### config.mk
export PLATFORM = sky130hd
export DESIGN_NAME = event_alarm_snapshot
export DESIGN_NICKNAME = d
export VERILOG_FILES = /design/src/rtl/snap_pkg.sv /design/src/rtl/record_queue.sv /design/src/rtl/event_alarm_snapshot.sv
export SDC_FILE = /design/constraint.sdc
export NUM_CORES = 1
export LEC_CHECK = 0
export ABC_AREA = 0
export BUFFER_PORTS_ARGS = -buffer_cell sky130_fd_sc_hd__buf_4
export CAP_MARGIN = 20
export CORE_ASPECT_RATIO = 0.7
export CORE_MARGIN = 3
export CORE_UTILIZATION = 55
export DETAILED_ROUTE_END_ITERATION = 8
export MAX_ROUTING_LAYER = met4
export PLACE_DENSITY_LB_ADDON = 0.2
export SETUP_SLACK_MARGIN = 0.02
export SLEW_MARGIN = 0
export SYNTH_ARGS = -nofsm -noshare
export SYNTH_HDL_FRONTEND = slang
export SYNTH_SLANG_ARGS = --single-unit
export TNS_END_PERCENT = 1
### constraint.sdc
create_clock -name ref_clk -period 3.58 [get_ports ref_clk]
set_input_delay 0.895 -clock ref_clk [delete_from_list [all_inputs] [get_ports ref_clk]]
set_output_delay 0.895 -clock ref_clk [all_outputs]
set_load 0.005 [all_outputs]
### src/rtl/snap_pkg.sv
// constants for the event alarm snapshot block: register map, field
// positions, reset values and widths.
// assumes a 32-bit avalon-mm slave with word-aligned byte addresses.
package snap_pkg;
    // data width of the register bus
    localparam int DATA_W = 32;
    // byte address width seen by the slave
    localparam int ADDR_W = 8;
    // width of the queued event count field
    localparam int COUNT_W = 8;
    // bits in one event record
    localparam int REC_W = 8;

    // register byte offsets
    localparam logic [7:0] CTRL_OFS = 8'h00;
    localparam logic [7:0] ZERO_LIM_OFS = 8'h04;
    localparam logic [7:0] FREQ_LIM_OFS = 8'h08;
    localparam logic [7:0] PW_LIM_OFS = 8'h0C;
    localparam logic [7:0] ACCEL_LIM_OFS = 8'h10;
    localparam logic [7:0] RECORD_OFS = 8'h14;
    localparam logic [7:0] IRQ_STAT_OFS = 8'h18;
    localparam logic [7:0] IRQ_MASK_OFS = 8'h1C;
    localparam logic [7:0] REP_FREQ_OFS = 8'h20;
    localparam logic [7:0] REP_RATE_OFS = 8'h24;

    // control register fields
    localparam int CTRL_EN_BIT = 0;
    localparam logic [31:0] CTRL_RST = 32'h0000_0001;

    // record register layout: flags low, count above
    localparam int REC_FLAG_LSB = 0;
    localparam int REC_CNT_LSB = 8;
    localparam int REC_VALID_BIT = 16;

    // flag positions inside one record
    localparam int ZERO_BIT = 0;
    localparam int AVG_ZERO_BIT = 1;
    localparam int OVER_BIT = 2;
    localparam int AVG_OVER_BIT = 3;
    localparam int WIDE_BIT = 4;
    localparam int AVG_WIDE_BIT = 5;
    localparam int SPEEDUP_BIT = 6;
    localparam int AVG_SPEEDUP_BIT = 7;

    // interrupt status bits
    localparam int IRQ_W = 2;
    localparam int IRQ_EVT_BIT = 0;
    localparam int IRQ_OVF_BIT = 1;

    // limit reset values
    localparam logic [31:0] LIM_RST = 32'h0000_0000;
    localparam logic [31:0] ZERO_32 = 32'h0000_0000;
endpackage : snap_pkg

### src/rtl/record_queue.sv
// record queue: holds event records the owner has not read yet.
// assumes push and pop come from logic on the same clock.
`timescale 1ns/1ps
module record_queue #(
    parameter int W = 8,
    parameter int DEPTH = 16,
    parameter int AW = 4
) (
    input wire logic ref_clk,
    input wire logic rst_b,
    input wire logic push,
    input wire logic [W-1:0] push_data,
    input wire logic pop,
    output logic [W-1:0] pop_data,
    output logic [AW:0] count,
    output logic full,
    output logic empty
);
    // record storage
    logic [W-1:0] mem_q [DEPTH];
    // write and read pointers
    logic [AW-1:0] wr_q;
    logic [AW-1:0] rd_q;
    // occupancy
    logic [AW:0] cnt_q;
    // qualified strobes
    logic do_push;
    logic do_pop;

    // a full queue refuses pushes, an empty one refuses pops
    assign do_push = push && (cnt_q != DEPTH[AW:0]);
    assign do_pop = pop && (cnt_q != '0);
    assign pop_data = mem_q[rd_q];
    assign count = cnt_q;
    assign full = (cnt_q == DEPTH[AW:0]);
    assign empty = (cnt_q == '0);

    // storage write, no reset needed on data
    always_ff @(posedge ref_clk) begin
        if (do_push) begin
            mem_q[wr_q] <= push_data;
        end
    end

    // pointers wrap at the depth
    always_ff @(posedge ref_clk or negedge rst_b) begin
        if (!rst_b) begin
            wr_q <= '0;
            rd_q <= '0;
        end else begin
            if (do_push) begin
                wr_q <= (wr_q == AW'(DEPTH - 1)) ? '0 : wr_q + 1'b1;
            end
            if (do_pop) begin
                rd_q <= (rd_q == AW'(DEPTH - 1)) ? '0 : rd_q + 1'b1;
            end
        end
    end

    // occupancy follows push and pop together
    always_ff @(posedge ref_clk or negedge rst_b) begin
        if (!rst_b) begin
            cnt_q <= '0;
        end else begin
            case ({do_push, do_pop})
                2'b10: cnt_q <= cnt_q + 1'b1;
                2'b01: cnt_q <= cnt_q - 1'b1;
                default: cnt_q <= cnt_q;
            endcase
        end
    end
endmodule : record_queue

### src/rtl/event_alarm_snapshot.sv
// event alarm snapshot: compares rate measurements against limits at each
// event trigger, queues one flag record per event unless the queue is full, and serves them over an
// avalon-mm slave with waitrequest.
// assumes measurements and trigger come from logic on ref_clk.
//
// Function
// - zero-rate flag: instantaneous frequency below zero limit
// - below zero limit, report frequency and rate zero
// - averaged zero-rate flag against same zero limit
// - over-frequency flag: instantaneous frequency above limit
// - averaged over-frequency flag against same limit
// - wide-pulse flag: pulse width above limit
// - averaged wide-pulse flag against same limit
// - speedup flag: acceleration above acceleration limit
// - averaged speedup flag against same limit
// - queue records, report count, zero means none
//
// Chosen here: the register addresses and register access over Avalon-MM.
`timescale 1ns/1ps
module event_alarm_snapshot #(
    parameter int VAL_W = 32,
    parameter int DEPTH = 16,
    parameter int AW = 4
) (
    input wire logic ref_clk,
    input wire logic rst_b,
    // avalon-mm slave
    input wire logic [snap_pkg::ADDR_W-1:0] avs_address,
    input wire logic avs_read,
    input wire logic avs_write,
    input wire logic [snap_pkg::DATA_W-1:0] avs_writedata,
    output logic [snap_pkg::DATA_W-1:0] avs_readdata,
    output logic avs_waitrequest,
    // measurement inputs
    input wire logic event_trig,
    input wire logic [VAL_W-1:0] inst_freq,
    input wire logic [VAL_W-1:0] avg_freq,
    input wire logic [VAL_W-1:0] inst_pulse_width,
    input wire logic [VAL_W-1:0] avg_pulse_width,
    input wire logic [VAL_W-1:0] inst_accel,
    input wire logic [VAL_W-1:0] avg_accel,
    // reported values and status
    output logic [VAL_W-1:0] rep_freq,
    output logic [VAL_W-1:0] rep_rate,
    output logic [snap_pkg::COUNT_W-1:0] queued_event_count,
    output logic irq
);
    // strictly-greater compare, shared by the frequency, pulse-width and acceleration limit checks
    function automatic logic above(input logic [VAL_W-1:0] v,
                                   input logic [VAL_W-1:0] lim);
        above = (v > lim);
    endfunction : above

    // strictly-less compare for the zero limit
    function automatic logic below(input logic [VAL_W-1:0] v,
                                   input logic [VAL_W-1:0] lim);
        below = (v < lim);
    endfunction : below

    // software registers
    logic [31:0] ctrl_q;
    logic [VAL_W-1:0] zero_lim_q;
    logic [VAL_W-1:0] freq_lim_q;
    logic [VAL_W-1:0] pw_lim_q;
    logic [VAL_W-1:0] accel_lim_q;
    logic [snap_pkg::IRQ_W-1:0] irq_stat_q;
    logic [snap_pkg::IRQ_W-1:0] irq_mask_q;
    // bus handshake state
    logic wait_q;
    logic [snap_pkg::DATA_W-1:0] rdata_q;
    // output flops
    logic [VAL_W-1:0] rep_freq_q;
    logic [VAL_W-1:0] rep_rate_q;
    logic [snap_pkg::COUNT_W-1:0] qcount_q;
    logic irq_q;
    // snapshot record built in the trigger cycle
    logic [snap_pkg::REC_W-1:0] snap_rec;
    // queue side signals
    logic [snap_pkg::REC_W-1:0] head_rec;
    logic [AW:0] q_count;
    logic q_full;
    logic q_empty;
    logic capture;
    logic pop_rec;
    // bus strobes
    logic req;
    logic acc;
    logic wr_acc;
    logic rd_acc;
    logic [snap_pkg::DATA_W-1:0] rd_mux;
    logic zero_now;

    // a request is accepted in the cycle waitrequest stands low
    assign req = avs_read || avs_write;
    assign acc = req && !wait_q;
    assign wr_acc = avs_write && acc;
    assign rd_acc = avs_read && acc;

    // one combinational record from the current measurements
    always_comb begin
        snap_rec = '0;
        snap_rec[snap_pkg::ZERO_BIT] = below(inst_freq, zero_lim_q);
        snap_rec[snap_pkg::AVG_ZERO_BIT] = below(avg_freq, zero_lim_q);
        snap_rec[snap_pkg::OVER_BIT] = above(inst_freq, freq_lim_q);
        snap_rec[snap_pkg::AVG_OVER_BIT] = above(avg_freq, freq_lim_q);
        snap_rec[snap_pkg::WIDE_BIT] = above(inst_pulse_width, pw_lim_q);
        snap_rec[snap_pkg::AVG_WIDE_BIT] =
            above(avg_pulse_width, pw_lim_q);
        snap_rec[snap_pkg::SPEEDUP_BIT] = above(inst_accel, accel_lim_q);
        snap_rec[snap_pkg::AVG_SPEEDUP_BIT] =
            above(avg_accel, accel_lim_q);
    end

    // capture when enabled; a record is pushed at every clock edge that samples the trigger high while the queue is not full
    assign capture = event_trig && ctrl_q[snap_pkg::CTRL_EN_BIT];
    // reading the record register consumes the head record
    assign pop_rec = rd_acc && (avs_address == snap_pkg::RECORD_OFS);

    // pending records for an owner that falls behind
    record_queue #(
        .W(snap_pkg::REC_W),
        .DEPTH(DEPTH),
        .AW(AW)
    ) u_queue (
        .ref_clk(ref_clk),
        .rst_b(rst_b),
        .push(capture),
        .push_data(snap_rec),
        .pop(pop_rec),
        .pop_data(head_rec),
        .count(q_count),
        .full(q_full),
        .empty(q_empty)
    );

    // waitrequest drops for one cycle, one cycle after a request starts
    always_ff @(posedge ref_clk or negedge rst_b) begin
        if (!rst_b) begin
            wait_q <= 1'b1;
        end else if (req && wait_q) begin
            wait_q <= 1'b0;
        end else begin
            wait_q <= 1'b1;
        end
    end

    // read multiplexer; unmapped addresses read zero
    always_comb begin
        rd_mux = snap_pkg::ZERO_32;
        case (avs_address)
            snap_pkg::CTRL_OFS: rd_mux = ctrl_q;
            snap_pkg::ZERO_LIM_OFS: rd_mux = 32'(zero_lim_q);
            snap_pkg::FREQ_LIM_OFS: rd_mux = 32'(freq_lim_q);
            snap_pkg::PW_LIM_OFS: rd_mux = 32'(pw_lim_q);
            snap_pkg::ACCEL_LIM_OFS: rd_mux = 32'(accel_lim_q);
            snap_pkg::RECORD_OFS: begin
                // head flags, count, valid; empty queue reads flags zero
                if (!q_empty) begin
                    rd_mux[snap_pkg::REC_FLAG_LSB +: snap_pkg::REC_W] =
                        head_rec;
                end
                rd_mux[snap_pkg::REC_CNT_LSB +: snap_pkg::COUNT_W] =
                    snap_pkg::COUNT_W'(q_count);
                rd_mux[snap_pkg::REC_VALID_BIT] = !q_empty;
            end
            snap_pkg::IRQ_STAT_OFS: rd_mux = 32'(irq_stat_q);
            snap_pkg::IRQ_MASK_OFS: rd_mux = 32'(irq_mask_q);
            snap_pkg::REP_FREQ_OFS: rd_mux = 32'(rep_freq_q);
            snap_pkg::REP_RATE_OFS: rd_mux = 32'(rep_rate_q);
            default: rd_mux = snap_pkg::ZERO_32;
        endcase
    end

    // read data is latched as waitrequest falls, valid while it is low
    always_ff @(posedge ref_clk or negedge rst_b) begin
        if (!rst_b) begin
            rdata_q <= snap_pkg::ZERO_32;
        end else if (avs_read && wait_q) begin
            rdata_q <= rd_mux;
        end
    end

    // control register
    always_ff @(posedge ref_clk or negedge rst_b) begin
        if (!rst_b) begin
            ctrl_q <= snap_pkg::CTRL_RST;
        end else if (wr_acc && avs_address == snap_pkg::CTRL_OFS) begin
            // only the enable bit is implemented
            ctrl_q <= 32'(avs_writedata[snap_pkg::CTRL_EN_BIT]);
        end
    end

    // limit registers
    always_ff @(posedge ref_clk or negedge rst_b) begin
        if (!rst_b) begin
            zero_lim_q <= VAL_W'(snap_pkg::LIM_RST);
            freq_lim_q <= VAL_W'(snap_pkg::LIM_RST);
            pw_lim_q <= VAL_W'(snap_pkg::LIM_RST);
            accel_lim_q <= VAL_W'(snap_pkg::LIM_RST);
        end else if (wr_acc) begin
            case (avs_address)
                snap_pkg::ZERO_LIM_OFS: zero_lim_q <= VAL_W'(avs_writedata);
                snap_pkg::FREQ_LIM_OFS: freq_lim_q <= VAL_W'(avs_writedata);
                snap_pkg::PW_LIM_OFS: pw_lim_q <= VAL_W'(avs_writedata);
                snap_pkg::ACCEL_LIM_OFS: accel_lim_q <= VAL_W'(avs_writedata);
                default: zero_lim_q <= zero_lim_q;
            endcase
        end
    end

    // interrupt mask
    always_ff @(posedge ref_clk or negedge rst_b) begin
        if (!rst_b) begin
            irq_mask_q <= '0;
        end else if (wr_acc && avs_address == snap_pkg::IRQ_MASK_OFS) begin
            irq_mask_q <= avs_writedata[snap_pkg::IRQ_W-1:0];
        end
    end

    // sticky status: write one clears, a new event in the same cycle wins
    always_ff @(posedge ref_clk or negedge rst_b) begin
        if (!rst_b) begin
            irq_stat_q <= '0;
        end else begin
            logic [snap_pkg::IRQ_W-1:0] set_v;
            logic [snap_pkg::IRQ_W-1:0] clr_v;
            set_v = '0;
            clr_v = '0;
            set_v[snap_pkg::IRQ_EVT_BIT] = capture && !q_full;
            set_v[snap_pkg::IRQ_OVF_BIT] = capture && q_full;
            if (wr_acc && avs_address == snap_pkg::IRQ_STAT_OFS) begin
                clr_v = avs_writedata[snap_pkg::IRQ_W-1:0];
            end
            irq_stat_q <= (irq_stat_q & ~clr_v) | set_v;
        end
    end

    // interrupt output registered from status and mask
    always_ff @(posedge ref_clk or negedge rst_b) begin
        if (!rst_b) begin
            irq_q <= 1'b0;
        end else begin
            irq_q <= |(irq_stat_q & irq_mask_q);
        end
    end

    // reported values forced to zero under the zero limit
    assign zero_now = below(inst_freq, zero_lim_q);
    always_ff @(posedge ref_clk or negedge rst_b) begin
        if (!rst_b) begin
            rep_freq_q <= '0;
            rep_rate_q <= '0;
        end else if (zero_now) begin
            rep_freq_q <= '0;
            rep_rate_q <= '0;
        end else begin
            rep_freq_q <= inst_freq;
            rep_rate_q <= inst_accel;
        end
    end

    // queued count mirrored to a port flop
    always_ff @(posedge ref_clk or negedge rst_b) begin
        if (!rst_b) begin
            qcount_q <= '0;
        end else begin
            qcount_q <= snap_pkg::COUNT_W'(q_count);
        end
    end

    assign avs_readdata = rdata_q;
    assign avs_waitrequest = wait_q;
    assign rep_freq = rep_freq_q;
    assign rep_rate = rep_rate_q;
    assign queued_event_count = qcount_q;
    assign irq = irq_q;
endmodule : event_alarm_snapshot

==> impl_metrics.yaml <==
run_status:
  status: "finished clean"
detailed_routing:
  vias_per_cell: 6.25
  first_pass_iters: 7
  ant_nets: 0
  drc_errors: 0
  wire_per_inst_um: 27.1
  num_vias: 17100
  routed_wl_um: 74300
  drtIter0Drc: 1876
floorplanning:
  core_area_um2: 37700
  die_h_um: 171
  die_width_um: 241
  start_util_pct: 56.6
  pin_count: 343
  die_area_um2: 41300
  rows: 59
power_and_ir_drop:
  p_seq_share_pct: 45.1
  netSwitchingPower_mw: 2.78
  swShare_pct: 26.4
  power.density_nw_per_um2: 401
  finalPower_mw: 10.5
  combPwrFrac_pct: 13.3
  clockPowerShare_pct: 41.6
  leakagePower_nw: 11.6
  cell_internal_pwr_mw: 7.77
  ir_drop_uv: 419
worst_setup_path:
  worstPathArrival_ns: 3.59
  cp_max_fo: 16
  criticalPathCategory: "flip-flop to flip-flop"
  start_kind: "flip-flop"
  critical_path_required_ns: 3.97
  cp-end-kind: "flip-flop"
synth:
  yosysWarnings: 0
  synth_cell_types: 73
  async_reset_ff_share_pct: 66.0
  synth_cells: 1798
  synth_area_um2: 21400
  synth.avg_cell_area_um2: 11.9
  dominantRegCellSynth: "dfrtp_1"
  synth_edf_count: 128
  yosysSeqAreaShare_pct: 47.2
  synth-seq-cells: 377
timing:
  skew_ns: 0.0192
  min_period_ns: 3.21
  worst_slew_pin_slew_ns: 1.03
  holdWs_ns: 0.275
  hold_viol: 0
  fmax_mhz: 312
  finalMaxSlewViolations: 0
  setup_violations: 0
  rsz0062_at_grt: "false"
  slew_headroom_pct: 30.6
  period_share_pct: 89.5
finish:
  fin_nets: 2687
  syn_to_final_growth_pct: 23.1
  fill_cells: 2771
  post-route-util_pct: 69.7
  fin_cells: 2740
  stdcell_area_um2: 26300
  layout-drive-gt1-share_pct: 28.0
clock_network:
  post-cts-setup-buffers: 0
  cts_resized: 0
  clk_latency_ns: 0.56
  cts_tree: "yes"
  clkTransAtPathRegs_ns: 0.06
  numCtsBuffers: 38
  clockBufferDepth: 3
  clock-sinks: 377
  cts_root_buf: "clkbuf_16"
  cts_hold_buf: 0
  htree_levels: 2
min_path:
  min_path_type: "input pin to async pin"
placed_design:
  gp_congestion: 0.989
  dp_cells: 2664
  postPlaceCellArea_um2: 24900
  place.port_buffers: 339
  dpl.hpwl_um: 57000
global_route:
  grt_max_degree: 63
  grt_pass1_wl_um: 109000
  overflow: 0
  grt_pass1_vias: 17200
  grt_antenna_before_repair: 5
  gr-usage-all-layers_pct: 37.2
job:
  drv_cap: 0
-- synthesized netlist by cell type (all sizes together), types with 5 or more instances --
| cell | n | area, um^2 |
|---|---|---|
| nand4 | 49 | 307 |
| dfrtp | 247 | 6180 |
| a211oi | 17 | 128 |
| o21ai | 70 | 350 |
| a22o | 6 | 52.6 |
| and4 | 7 | 61.3 |
| and3 | 5 | 31.3 |
| o211ai | 9 | 72.6 |
| nand2 | 83 | 314 |
| a222oi | 44 | 440 |
| nor4 | 14 | 87.6 |
| a21o | 36 | 270 |
| a31oi | 24 | 150 |
| a2111oi | 12 | 124 |
| mux2i | 13 | 130 |
| nor3 | 13 | 70.1 |
| clkbuf | 30 | 113 |
| nor2 | 72 | 270 |
| mux2 | 141 | 1590 |
| edfxtp | 128 | 3840 |
| ha | 263 | 3290 |
| o21a | 10 | 75.1 |
| nor2b | 80 | 500 |
| buf | 37 | 200 |
| and2 | 15 | 93.8 |
| inv | 143 | 537 |
| mux4 | 34 | 766 |
| a21oi | 84 | 420 |
| a22oi | 12 | 90.1 |
| nand3 | 25 | 125 |
| xor2 | 5 | 43.8 |
| o221ai | 5 | 43.8 |
| a211o | 5 | 43.8 |
| nand2b | 8 | 50.1 |
-- kinds of logic (layout without fill, tap and decap cells) --
kind of cell               Yosys count  count (layout)  synth area share [%]
other                                1               8                0.0176
and+or+nand+nor                    382             382                  9.44
muxes                              188             188                  11.6
adders and majority gates          263             263                  15.4
buffers and inverters              210             627                  3.98
xor gates and xnor gates             9               9                 0.369
DFF                                377             377                  47.2
AOI/OAI and AO/OA                  368             368                  12.0
-- path summary, 6_finish.rpt --
check	start	end	slack [ns]	cells after the start
min in group ref_clk	avs_readdata[10]	avs_readdata[10]	0.48	1
worst max-delay path	accel_lim_q[27]	u_queue.mem_q[4][6]	0.37	9
max in group asynchronous	rst_b	rep_freq[2]	2.40	3
worst min-delay path	rst_b	avs_readdata[13]	0.27	1
worst min register to register	avs_readdata[10]	avs_readdata[10]	0.48	1
worst max register to register	accel_lim_q[27]	u_queue.mem_q[4][6]	0.37	9
-- power groups by stage --
stage               registers (mW)  logic (mW)  clock network [mW]
finish                        4.76        1.41                4.39
global route                  4.77        1.55                4.58
CTS                           4.75        1.39                4.41
detailed placement            4.83        1.38                   0
global placement              4.83        1.34                   0
floorplan                     4.79       0.606                   0
-- state kept, by name, indices dropped and copies added (netlist names) --
register and cells:
ctrl_q 1, irq_mask_q 2, u_queue.wr_q 4, rep_rate 32, u_queue.rd_q 4, avs_readdata 32
irq_stat_q 2, rep_freq 32, u_queue.mem_q 128, irq 1, accel_lim_q 32, u_queue.count 5
queued_event_count 5, zero_lim_q 32, freq_lim_q 32, avs_waitrequest 1, pw_lim_q 32
-- stage by stage --
| step | setup WS, ns | TNS (ns) |
|---|---|---|
| after detailed placement | -0.380 | -7.19 |
| after CTS | 0.104 | 0 |
| after global routing | 0.339 | 0 |
| final | 0.375 | 0 |
| after global placement | -0.323 | -5.81 |
| after floorplan | 0.106 | 0 |
-- worst max-delay path, cell delays in order (launching register included) --
cell and delay (ns):
dfrtp_1 0.38, inv_1 0.09, ha_1 0.31, nand4_1 0.31, nor4_1 0.82, inv_1 0.09
nor3_1 0.49, a21oi_1 0.14, a21oi_1 0.16, buf_4 0.24
-- layout by cell type (no fill, tap or decap), types with 55 or more instances in the layout --
cell / synthesis / routed
o21ai_0: 66 / 66
buf_4: 5 / 407
ha_1: 263 / 263
edfxtp_1: 128 / 128
dfrtp_1: 247 / 245
mux2_2: 86 / 86
nor2b_1: 80 / 80
inv_1: 143 / 143
nand2_1: 82 / 82
nor2_1: 72 / 69
mux2_1: 55 / 55
a21oi_1: 84 / 84
-- metal layers --
| metal | GRT usage (%) | wire length [um] | vias up |
|---|---|---|---|
| li1 | - | - | 7582 |
| met2 | 54.6 | 32600 | 949 |
| met3 | 10.7 | 8590 | 134 |
| met4 | 11.6 | 2390 | 0 |
| met1 | 50.4 | 30800 | 8448 |
| met5 | - | 0 | - |
-- cell type report --
type	count	area, um^2	area share [%]
Antenna cell	5	12.5	0.0476
Clock buffer	43	1000	3.80
Clock inverter	27	363	1.38
Inverter	143	537	2.04
Multi-Input combinational cell	1213	10500	39.8
Sequential cell	377	10100	38.4
Tap cell	518	648	2.47
Timing Repair Buffer	414	3180	12.1
Note: power is estimated with default switching activity, not from simulation.
